**src/lfm_pkg.sv**
```systemverilog
package lfm_pkg;

   // ***********************************************************
   // register offsets on the control interface
   // ***********************************************************
   localparam logic [7:0] LFM_REG4_LOW_POWER_ADDR  = 8'hd3;
   localparam logic [7:0] LFM_SUPPLY_FAULT_MASKS_ADDR = 8'hd7;
   localparam logic [7:0] LFM_BANDGAP_CONTROL_ADDR = 8'hd8;
   localparam logic [7:0] LFM_OSCILLATOR_CONTROL_ADDR     = 8'hd9;

   // ***********************************************************
   // field positions
   // ***********************************************************
   localparam int LFM_BEHAV_LSB   = 12;
   localparam int LFM_SOURCE_LSB  = 8;
   localparam int LFM_IMAGE_LSB   = 0;
   localparam int LFM_LS_MASK_BIT = 15;
   localparam int LFM_REG_MASK_LSB  = 8;
   localparam int LFM_BUCK_MASK_LSB = 0;
   localparam int LFM_FUSE_EN_BIT = 15;

   // ***********************************************************
   // reset values
   // ***********************************************************
   localparam logic [1:0]  LFM_BEHAV_RST  = 2'h0;
   localparam logic [1:0]  LFM_SOURCE_RST = 2'h0;
   localparam logic [4:0]  LFM_IMAGE_RST  = 5'h1c;
   localparam logic [8:0]  LFM_MASK_RST   = 9'h000;
   localparam logic        LFM_FUSE_RST   = 1'b0;

   // ***********************************************************
   // image voltage code to millivolts
   // ***********************************************************
   localparam logic [11:0] LFM_LOW_BASE_MV  = 12'h384; // 900 mV
   localparam logic [11:0] LFM_LOW_STEP_MV  = 12'h032; // 50 mV
   localparam logic [11:0] LFM_HIGH_BASE_MV = 12'h708; // 1800 mV
   localparam logic [11:0] LFM_HIGH_STEP_MV = 12'h064; // 100 mV

   typedef enum logic [1:0] {
      LFM_BEHAV_IMAGE,
      LFM_BEHAV_OFF,
      LFM_BEHAV_RSVD2,
      LFM_BEHAV_RSVD3
   } lfm_behav_t;

   typedef enum logic [1:0] {
      LFM_SRC_SW,
      LFM_SRC_LP1,
      LFM_SRC_LP2,
      LFM_SRC_LP3
   } lfm_source_t;

   // register access request from the control interface
   typedef struct packed {
      logic        wr;
      logic        rd;
      logic [7:0]  addr;
      logic [15:0] wdata;
   } lfm_reg_req_t;

   // fault inputs, same order as the mask bits they meet
   typedef struct packed {
      logic       limit_switch;
      logic [3:0] reg_fault;
      logic [3:0] buck_fault;
   } lfm_faults_t;

   function automatic logic [11:0] lfm_image_mv(input logic [4:0] code);
      logic [11:0] steps;
      steps = {8'h00, code[3:0]};
      if (code[4]) begin
         lfm_image_mv = 12'(LFM_HIGH_BASE_MV + 12'(steps * LFM_HIGH_STEP_MV));
      end else begin
         lfm_image_mv = 12'(LFM_LOW_BASE_MV + 12'(steps * LFM_LOW_STEP_MV));
      end
   endfunction

endpackage

```
**src/lfm_fuse_ctl.sv**
```systemverilog
`timescale 1ns/100ps
// ***********************************************************
// one fuse-current enable bit with its load pulse
// ***********************************************************
module lfm_fuse_ctl
   import lfm_pkg::*;
(
   input  wire logic sys_clk_in,
   input  wire logic rst_in,
   input  wire logic wr_en_in,
   input  wire logic wr_bit_in,
   output logic      current_en_out,
   output logic      load_pulse_out
);

   logic next_current_en;
   logic next_load_pulse;

   // load fires on the falling edge of the enable, i.e. the set-then-clear
   always_comb begin
      next_current_en = current_en_out;
      next_load_pulse = 1'b0;
      if (wr_en_in) begin
         next_current_en = wr_bit_in;
         next_load_pulse = current_en_out & ~wr_bit_in;
      end
   end

   always_ff @(posedge sys_clk_in) begin
      if (rst_in) begin
         current_en_out <= LFM_FUSE_RST;
         load_pulse_out <= 1'b0;
      end else begin
         current_en_out <= next_current_en;
         load_pulse_out <= next_load_pulse;
      end
   end

   AST_FUSE_LOAD_ON_CLEAR: assert property (@(posedge sys_clk_in) disable iff (rst_in) // [RL10]
      load_pulse_out |-> $past(current_en_out, 1) && !current_en_out)
      else $error("fuse load pulse without a set-then-clear");

   AST_FUSE_CURRENT_HELD: assert property (@(posedge sys_clk_in) disable iff (rst_in) // [RL9]
      (current_en_out && !wr_en_in) |=> current_en_out)
      else $error("fuse current dropped without a write");

endmodule

```
**src/lfm_regs.sv**
```systemverilog
`timescale 1ns/100ps
// Contract
// (RL1) While hibernating, behaviour 00 selects the image voltage and 01 turns the output off.
// (RL2) Source 00 takes the software hibernate bit, 01..11 take low-power inputs one to three.
// (RL3) Image code 0..15 gives 0.9V to 1.65V in 50mV steps, 16..31 gives 1.8V to 3.3V in 100mV.
// (RL4) Reset brings behaviour and source to 00 and the image code to 11100, fixed in logic.
// (RL5) Mask bit 15 decides whether the limit-switch fault reaches the supply-fault output.
// (RL6) Mask bits 8 to 11 gate the faults of regulators one to four.
// (RL7) Mask bits 0 to 3 gate the faults of converters one to four.
// (RL8) A mask bit at 0 passes its fault, at 1 blocks it, and all masks reset to 0.
// (RL9) Software holds the bandgap fuse-current bit set through any fuse programming.
// (RL10) Writing the bandgap fuse-current bit 1 then 0 loads the fused trim value.
// (RL11) The oscillator fuse-current bit works alike and takes writes only when unlocked.
// (RL12) The active-low supply-fault output is low while any unmasked fault is present.
module lfm_regs
   import lfm_pkg::*;
(
   input  wire logic         sys_clk_in,
   input  wire logic         rst_in,
   input  wire lfm_reg_req_t reg_req_in,
   output logic [15:0]       reg_rdata_out,
   output logic              reg_rvalid_out,
   input  wire logic         sw_hibernate_in,
   input  wire logic         lowpower_in_1,
   input  wire logic         lowpower_in_2,
   input  wire logic         lowpower_in_3,
   input  wire logic         security_unlocked_in,
   input  wire lfm_faults_t  faults_in,
   output logic              reg4_hibernating_out,
   output logic              reg4_image_sel_out,
   output logic              reg4_off_out,
   output logic [11:0]       reg4_image_mv_out,
   output logic              supply_fault_n_out,
   output logic              bandgap_fuse_current_out,
   output logic              bandgap_fuse_load_out,
   output logic              osc_fuse_current_out,
   output logic              osc_fuse_load_out
);

   // ***********************************************************
   // register state
   // ***********************************************************
   lfm_behav_t  reg4_sleep_behaviour;
   lfm_source_t reg4_sleep_source;
   logic [4:0]  reg4_image_voltage;
   lfm_faults_t fault_mask;
   lfm_behav_t  next_behaviour;
   lfm_source_t next_source;
   logic [4:0]  next_image;
   lfm_faults_t next_mask;
   logic        wr_lowpower;
   logic        wr_masks;
   logic        wr_bandgap;
   logic        wr_osc;

   // address decode; unmapped writes are simply dropped
   always_comb begin
      wr_lowpower = reg_req_in.wr && (reg_req_in.addr == LFM_REG4_LOW_POWER_ADDR);
      wr_masks    = reg_req_in.wr && (reg_req_in.addr == LFM_SUPPLY_FAULT_MASKS_ADDR);
      wr_bandgap  = reg_req_in.wr && (reg_req_in.addr == LFM_BANDGAP_CONTROL_ADDR);
      wr_osc      = reg_req_in.wr && (reg_req_in.addr == LFM_OSCILLATOR_CONTROL_ADDR)
                    && security_unlocked_in; // [RL11]
   end

   // next values of the stored fields
   always_comb begin
      next_behaviour = reg4_sleep_behaviour;
      next_source    = reg4_sleep_source;
      next_image     = reg4_image_voltage;
      next_mask      = fault_mask;
      if (wr_lowpower) begin
         next_behaviour = lfm_behav_t'(reg_req_in.wdata[LFM_BEHAV_LSB +: 2]);
         next_source    = lfm_source_t'(reg_req_in.wdata[LFM_SOURCE_LSB +: 2]);
         next_image     = reg_req_in.wdata[LFM_IMAGE_LSB +: 5];
      end
      if (wr_masks) begin
         next_mask.limit_switch = reg_req_in.wdata[LFM_LS_MASK_BIT];     // [RL5]
         next_mask.reg_fault    = reg_req_in.wdata[LFM_REG_MASK_LSB +: 4]; // [RL6]
         next_mask.buck_fault   = reg_req_in.wdata[LFM_BUCK_MASK_LSB +: 4]; // [RL7]
      end
   end

   // defaults are constants in logic, nothing is loaded from fuses
   always_ff @(posedge sys_clk_in) begin
      if (rst_in) begin
         reg4_sleep_behaviour <= lfm_behav_t'(LFM_BEHAV_RST);  // [RL4]
         reg4_sleep_source    <= lfm_source_t'(LFM_SOURCE_RST); // [RL4]
         reg4_image_voltage   <= LFM_IMAGE_RST;                // [RL4]
         fault_mask           <= lfm_faults_t'(LFM_MASK_RST);   // [RL8]
      end else begin
         reg4_sleep_behaviour <= next_behaviour;
         reg4_sleep_source    <= next_source;
         reg4_image_voltage   <= next_image;
         fault_mask           <= next_mask;
      end
   end

   // ***********************************************************
   // fuse-current enables
   // ***********************************************************
   lfm_fuse_ctl u_bandgap_fuse (
      .sys_clk_in     (sys_clk_in),
      .rst_in         (rst_in),
      .wr_en_in       (wr_bandgap),
      .wr_bit_in      (reg_req_in.wdata[LFM_FUSE_EN_BIT]),
      .current_en_out (bandgap_fuse_current_out),
      .load_pulse_out (bandgap_fuse_load_out)
   );

   lfm_fuse_ctl u_osc_fuse (
      .sys_clk_in     (sys_clk_in),
      .rst_in         (rst_in),
      .wr_en_in       (wr_osc),
      .wr_bit_in      (reg_req_in.wdata[LFM_FUSE_EN_BIT]),
      .current_en_out (osc_fuse_current_out),
      .load_pulse_out (osc_fuse_load_out)
   );

   // ***********************************************************
   // readback, one cycle after the read strobe
   // ***********************************************************
   logic [15:0] next_rdata;
   logic        next_rvalid;

   // reserved bits and unmapped offsets read as zero
   always_comb begin
      next_rdata  = 16'h0000;
      next_rvalid = reg_req_in.rd;
      if (reg_req_in.rd) begin
         unique case (reg_req_in.addr)
            LFM_REG4_LOW_POWER_ADDR: begin
               next_rdata[LFM_BEHAV_LSB +: 2]  = reg4_sleep_behaviour;
               next_rdata[LFM_SOURCE_LSB +: 2] = reg4_sleep_source;
               next_rdata[LFM_IMAGE_LSB +: 5]  = reg4_image_voltage;
            end
            LFM_SUPPLY_FAULT_MASKS_ADDR: begin
               next_rdata[LFM_LS_MASK_BIT]         = fault_mask.limit_switch;
               next_rdata[LFM_REG_MASK_LSB +: 4]   = fault_mask.reg_fault;
               next_rdata[LFM_BUCK_MASK_LSB +: 4]  = fault_mask.buck_fault;
            end
            LFM_BANDGAP_CONTROL_ADDR: begin
               next_rdata[LFM_FUSE_EN_BIT] = bandgap_fuse_current_out;
            end
            LFM_OSCILLATOR_CONTROL_ADDR: begin
               next_rdata[LFM_FUSE_EN_BIT] = osc_fuse_current_out;
            end
            default: begin
               next_rdata = 16'h0000;
            end
         endcase
      end
   end

   always_ff @(posedge sys_clk_in) begin
      if (rst_in) begin
         reg_rdata_out  <= 16'h0000;
         reg_rvalid_out <= 1'b0;
      end else begin
         reg_rdata_out  <= next_rdata;
         reg_rvalid_out <= next_rvalid;
      end
   end

   // ***********************************************************
   // hibernate and supply-fault outputs
   // ***********************************************************
   logic        hib_trigger;
   logic        next_image_sel;
   logic        next_off;
   logic        next_fault_n;
   logic [11:0] next_mv;

   // reserved behaviour codes leave the regulator in normal operation
   always_comb begin
      unique case (reg4_sleep_source) // [RL2]
         LFM_SRC_SW:  hib_trigger = sw_hibernate_in;
         LFM_SRC_LP1: hib_trigger = lowpower_in_1;
         LFM_SRC_LP2: hib_trigger = lowpower_in_2;
         LFM_SRC_LP3: hib_trigger = lowpower_in_3;
      endcase
      next_image_sel = hib_trigger && (reg4_sleep_behaviour == LFM_BEHAV_IMAGE); // [RL1]
      next_off       = hib_trigger && (reg4_sleep_behaviour == LFM_BEHAV_OFF);   // [RL1]
      next_mv        = lfm_image_mv(reg4_image_voltage);                        // [RL3]
      next_fault_n   = ~|(faults_in & ~fault_mask);                        // [RL8] [RL12]
   end

   always_ff @(posedge sys_clk_in) begin
      if (rst_in) begin
         reg4_hibernating_out <= 1'b0;
         reg4_image_sel_out   <= 1'b0;
         reg4_off_out         <= 1'b0;
         reg4_image_mv_out    <= 12'h000;
         supply_fault_n_out   <= 1'b1;
      end else begin
         reg4_hibernating_out <= hib_trigger;
         reg4_image_sel_out   <= next_image_sel;
         reg4_off_out         <= next_off;
         reg4_image_mv_out    <= next_mv;
         supply_fault_n_out   <= next_fault_n;
      end
   end

   // ***********************************************************
   // checks
   // ***********************************************************
   AST_HIB_OFF: assert property (@(posedge sys_clk_in) disable iff (rst_in) // [RL1]
      reg4_off_out |-> $past(reg4_sleep_behaviour) == LFM_BEHAV_OFF && reg4_hibernating_out)
      else $error("regulator off without off behaviour");

   AST_HIB_SRC_LP3: assert property (@(posedge sys_clk_in) disable iff (rst_in) // [RL2]
      (reg4_sleep_source == LFM_SRC_LP3) |=> reg4_hibernating_out == $past(lowpower_in_3))
      else $error("hibernate not following third low-power input");

   AST_IMAGE_MV: assert property (@(posedge sys_clk_in) disable iff (rst_in) // [RL3]
      ($past(reg4_image_voltage) == 5'h1f) |-> reg4_image_mv_out == 12'hce4)
      else $error("top image code is not 3300 mV");

   // looks one edge ahead of reset so that the undefined state before time zero is never judged
   AST_RESET_DEFAULTS: assert property (@(posedge sys_clk_in) // [RL4]
      rst_in |=> reg4_image_voltage == 5'h1c && reg4_sleep_source == LFM_SRC_SW
                 && reg4_sleep_behaviour == LFM_BEHAV_IMAGE && fault_mask == '0)
      else $error("low-power fields not at defaults after reset");

   AST_LS_MASK: assert property (@(posedge sys_clk_in) disable iff (rst_in) // [RL5]
      // the output still shows its reset level on the first edge after release
      (!$past(rst_in) && $past(faults_in.limit_switch) && !$past(fault_mask.limit_switch))
         |-> !supply_fault_n_out)
      else $error("unmasked limit-switch fault did not reach output");

   AST_MASK_BLOCKS: assert property (@(posedge sys_clk_in) disable iff (rst_in) // [RL8]
      ($past(faults_in) == $past(fault_mask)) |-> supply_fault_n_out)
      else $error("fully masked faults still drove output low");

   AST_OSC_LOCKED: assert property (@(posedge sys_clk_in) disable iff (rst_in) // [RL11]
      !security_unlocked_in |=> $stable(osc_fuse_current_out))
      else $error("oscillator fuse bit changed while locked");

   AST_FAULT_OUT: assert property (@(posedge sys_clk_in) disable iff (rst_in) // [RL12]
      (!$past(rst_in) && $past(faults_in.reg_fault[3]) && !$past(fault_mask.reg_fault[3]))
         |-> !supply_fault_n_out)
      else $error("unmasked regulator four fault missed");

endmodule

```
**config.mk**
```make
export PLATFORM = sky130hd
export DESIGN_NAME = lfm_regs
export DESIGN_NICKNAME = d
export VERILOG_FILES = /design/src/lfm_pkg.sv /design/src/lfm_fuse_ctl.sv /design/src/lfm_regs.sv
export SDC_FILE = /design/constraint.sdc
export NUM_CORES = 1
export LEC_CHECK = 0
export ABC_AREA = 0
export BUFFER_PORTS_ARGS = -buffer_cell sky130_fd_sc_hd__buf_2
export CORE_ASPECT_RATIO = 0.8
export CORE_MARGIN = 2
export CORE_UTILIZATION = 53
export CTS_CLUSTER_SIZE = 16
export DETAILED_ROUTE_END_ITERATION = 8
export PLACE_DENSITY = 0.9
export SLEW_MARGIN = 20
export SYNTH_ARGS = -nofsm -noshare
export SYNTH_HDL_FRONTEND = slang
export SYNTH_SLANG_ARGS = --single-unit
```
**constraint.sdc**
```tcl
create_clock -name sys_clk_in -period 3.7 [get_ports sys_clk_in]
set_input_delay 0.74 -clock sys_clk_in [delete_from_list [all_inputs] [get_ports sys_clk_in]]
set_output_delay 0.74 -clock sys_clk_in [all_outputs]
set_load 0.005 [all_outputs]
```
==> impl_metrics.py <==
metrics = {
    "run_status": {
        "run_status": "completed",
    },
    "cells_and_area": {
        "diodes": 0,
        "areaGrowthSynthToFinish_pct": 22.8,
        "fillers": 334,
        "final_nets": 343,
        "drive_above_1_share_pct": 29.5,
        "stdcell_area_um2": 2670,
    },
    "floorplanning": {
        "die_w_um": 75.6,
        "start_util_pct": 56.3,
        "io_pins": 79,
        "core_area_um2": 3850,
        "die_y_um": 61.2,
        "core.rowCount": 20,
        "dieArea_um2": 4630,
    },
    "placement": {
        "hpwl_mm": 3.37,
        "place_congestion": 0.880,
        "io_buffers": 69,
        "dp_slack_ns": 1.05,
        "place_area_um2": 2550,
    },
    "worst_setup_path": {
        "cp-start-kind": "flip-flop",
        "cp.depth": 7,
        "critPathArrivalTime_ns": 2.90,
        "crit_path_max_fanout": 8,
        "crit_chain": "ha_1 > ha_1 > fa_1 > xnor2_1 > o21ai_0 > or4b_1 > o211ai_1",
        "cp_slowest_cell": "or4b_1",
        "r2r_cells": 7,
        "crit_buf_inv": 0,
        "critical_path_class": "flip-flop to flip-flop",
        "worstPathRequired_ns": 3.93,
        "cpPeakStageDelay_ns": 0.54,
        "cpMostUsedCell": "ha_1",
        "crit_family": "adder cells",
        "crit_path_end_kind": "flip-flop",
    },
    "timing": {
        "hold_viol_final": 0,
        "hold_ws_ns": 0.469,
        "finalCritPeriodShare_pct": 72.0,
        "setup_tns_ns": 0,
        "finalSetupViolCount": 0,
        "slew_headroom_pct": 46.1,
        "max_freq_ghz": 0.375,
        "period_needed_ns": 2.66,
        "setup_ws_ns": 1.04,
        "drv_slew": 0,
        "worstMarginPinSlew_ns": 0.802,
        "skew_ns": 0.00614,
        "rsz0062_at_grt": "false",
    },
    "global_routing": {
        "grt_busiest_layer": "met2",
        "gr-total-overflow": 0,
        "grt_pass1_wl_mm": 6.92,
        "grt_pass1_vias": 1478,
        "grt_max_degree": 26,
        "track_usage_pct": 20.5,
        "use_met2_pct": 31.3,
        "antenna_found_initial": 0,
        "grt_use_met1_pct": 28.2,
        "use_met3_pct": 5.24,
    },
    "drt": {
        "vias_per_cell": 5.06,
        "wl_per_cell_um": 12.8,
        "routed_wl_mm": 4.46,
        "ant_nets": 0,
        "dr.pass1.iters": 4,
        "drcViolationCount": 0,
        "drt_iter0_markers": 100,
        "vias": 1755,
    },
    "synthesis": {
        "yosys_warnings": 0,
        "synth_flop_cell": "dfxtp_1",
        "ys_seq_area_share_pct": 46.1,
        "synth_compound_area_share_pct": 9.97,
        "syn_avg_cell_area_um2": 9.87,
        "synthArstFlopShare_pct": 0,
        "ys_ff_latch": 50,
        "syn-cell-area_um2": 2170,
        "synth_edf_count": 0,
        "netlist_instances": 220,
        "synth_top_family_by_area": "simple AND/OR/NAND/NOR gates",
        "synth_cell_types": 48,
        "synth_xor_area_share_pct": 2.42,
        "synthMuxAreaShare_pct": 9.86,
        "yosys.area_share.simple_pct": 19.4,
        "synth_fa_ha_area_share_pct": 6.11,
    },
    "clocking": {
        "root_buffer": "clkbuf_8",
        "cts-buffers-inserted": 5,
        "clk_pin_slew_worst_paths_ns": 0.09,
        "htree_levels": 2,
        "clock_sinks": 50,
        "clockBufferDepth": 2,
        "cts_tree": "done",
        "clk_latency_ns": 0.30,
        "hold_buffers": 0,
        "postCtsSetupBuffers": 0,
        "cts_resized": 0,
    },
    "min_path": {
        "hold_class": "flip-flop to flip-flop",
        "holdPathStages": 1,
    },
    "pwr": {
        "leakage_nw": 1.33,
        "power.density_nw_per_um2": 370,
        "irDropWorstVdd_uv": 265,
    },
    "run": {
        "max_cap_violations": 0,
    },
}
[cell type report]
type / instances / area, µm² / area share [%]
clock buffers: 5 / 68.8 / 2.58
clock inverters: 3 / 43.8 / 1.64
inverters: 16 / 60.1 / 2.25
multi-input cells: 147 / 1060 / 39.9
flip-flops and latches: 50 / 1000 / 37.6
well taps: 55 / 68.8 / 2.58
repair buffers: 71 / 360 / 13.5
[state kept, by name (all words and copies together), names as in the netlist]
| register | count |
|---|---|
| u_bandgap_fuse.current_en_out | 1 |
| reg4_image_voltage | 5 |
| fault_mask | 9 |
| u_bandgap_fuse.load_pulse_out | 1 |
| u_osc_fuse.current_en_out | 1 |
| reg4_sleep_source | 2 |
| reg4_image_sel_out | 1 |
| reg4_sleep_behaviour | 2 |
| u_osc_fuse.load_pulse_out | 1 |
| reg4_off_out | 1 |
| reg_rvalid_out | 1 |
| reg4_image_mv_out | 11 |
| reg4_hibernating_out | 1 |
| supply_fault_n_out | 1 |
| reg_rdata_out | 12 |
[per-stage QoR]
stage / utilization (%) / instances / total power [mW]
floorplan: - / 224 / 0.587
global placement: 66.2 / 339 / 0.616
finish: 69.2 / 347 / 0.987
CTS: 69.2 / 347 / 0.993
detailed placement: 66.2 / 339 / 0.618
global route: 69.2 / 347 / 1.03
[path summary, 6_finish.rpt]
check                           from                    to  slack (ns)
max            reg4_image_voltage[1]  reg4_image_mv_out[9]        1.04
min          reg4_sleep_behaviour[0]    reg4_image_sel_out        0.47
max reg2reg    reg4_image_voltage[1]  reg4_image_mv_out[9]        1.04
min reg2reg  reg4_sleep_behaviour[0]    reg4_image_sel_out        0.47
[layout by cell type (no fill, tap or decap), types with 2 or more instances in the layout]
master and n:
a211oi_1 2, a21oi_1 7, a22o_1 6, and2_1 7, and3_1 2, buf_2 69
buf_4 2, clkbuf_8 5, conb_1 5, dfxtp_1 50, ha_1 9, inv_1 14
mux2i_1 18, nand2_1 12, nand3_1 5, nor2_1 25, nor2b_1 2, nor3_1 6
nor3b_1 2, nor4_2 2, nor4b_1 2, o211ai_1 4, o21ai_0 3, o22ai_1 2
o41ai_1 2, xnor2_1 4, xor2_1 2
[logic make-up (layout without fill, tap and decap cells)]
kind of cell / count (synthesis) / after routing
xor+xnor: 6 / 6
other cells: 1 / 5
mux: 20 / 20
buf+inv: 27 / 95
fa+ha+maj: 10 / 10
flops: 50 / 50
compound gates: 31 / 31
simple gates: 75 / 75
[per-layer routing]
layer	vias to the layer above	share of wire, %
met1	783	47
met4	0	1.2
li1	897	-
met3	5	7.2
met2	70	45
met5	-	0
[synthesized netlist by cell type, drive strengths merged, types with 4 or more instances]
library cell   n  area share (%)
a21oi          7             1.6
a22o           6             2.4
and2           7             2.0
buf            8             2.7
dfxtp         50              46
ha             9             5.2
inv           15             2.6
mux2i         18             8.3
nand2         12             2.1
nand3          5             1.2
nor2          25             4.3
nor3           6             1.4
o211ai         4             1.4
xnor2          4             1.6
[worst register-to-register path, stage by stage, from the launching register on]
cell and delay, ns:
dfxtp_1 0.50, ha_1 0.30, ha_1 0.24, fa_1 0.41, xnor2_1 0.29, o21ai_0 0.24, or4b_1 0.54, o211ai_1 0.09
[power by group]
group	leakage (nW)	switching (mW)	internal, mW
combinational	0.866	0.0312	0.0281
clock	0.0585	0.179	0.203
sequential	0.407	0.00171	0.545
Note: power is estimated with default switching activity, not from simulation.
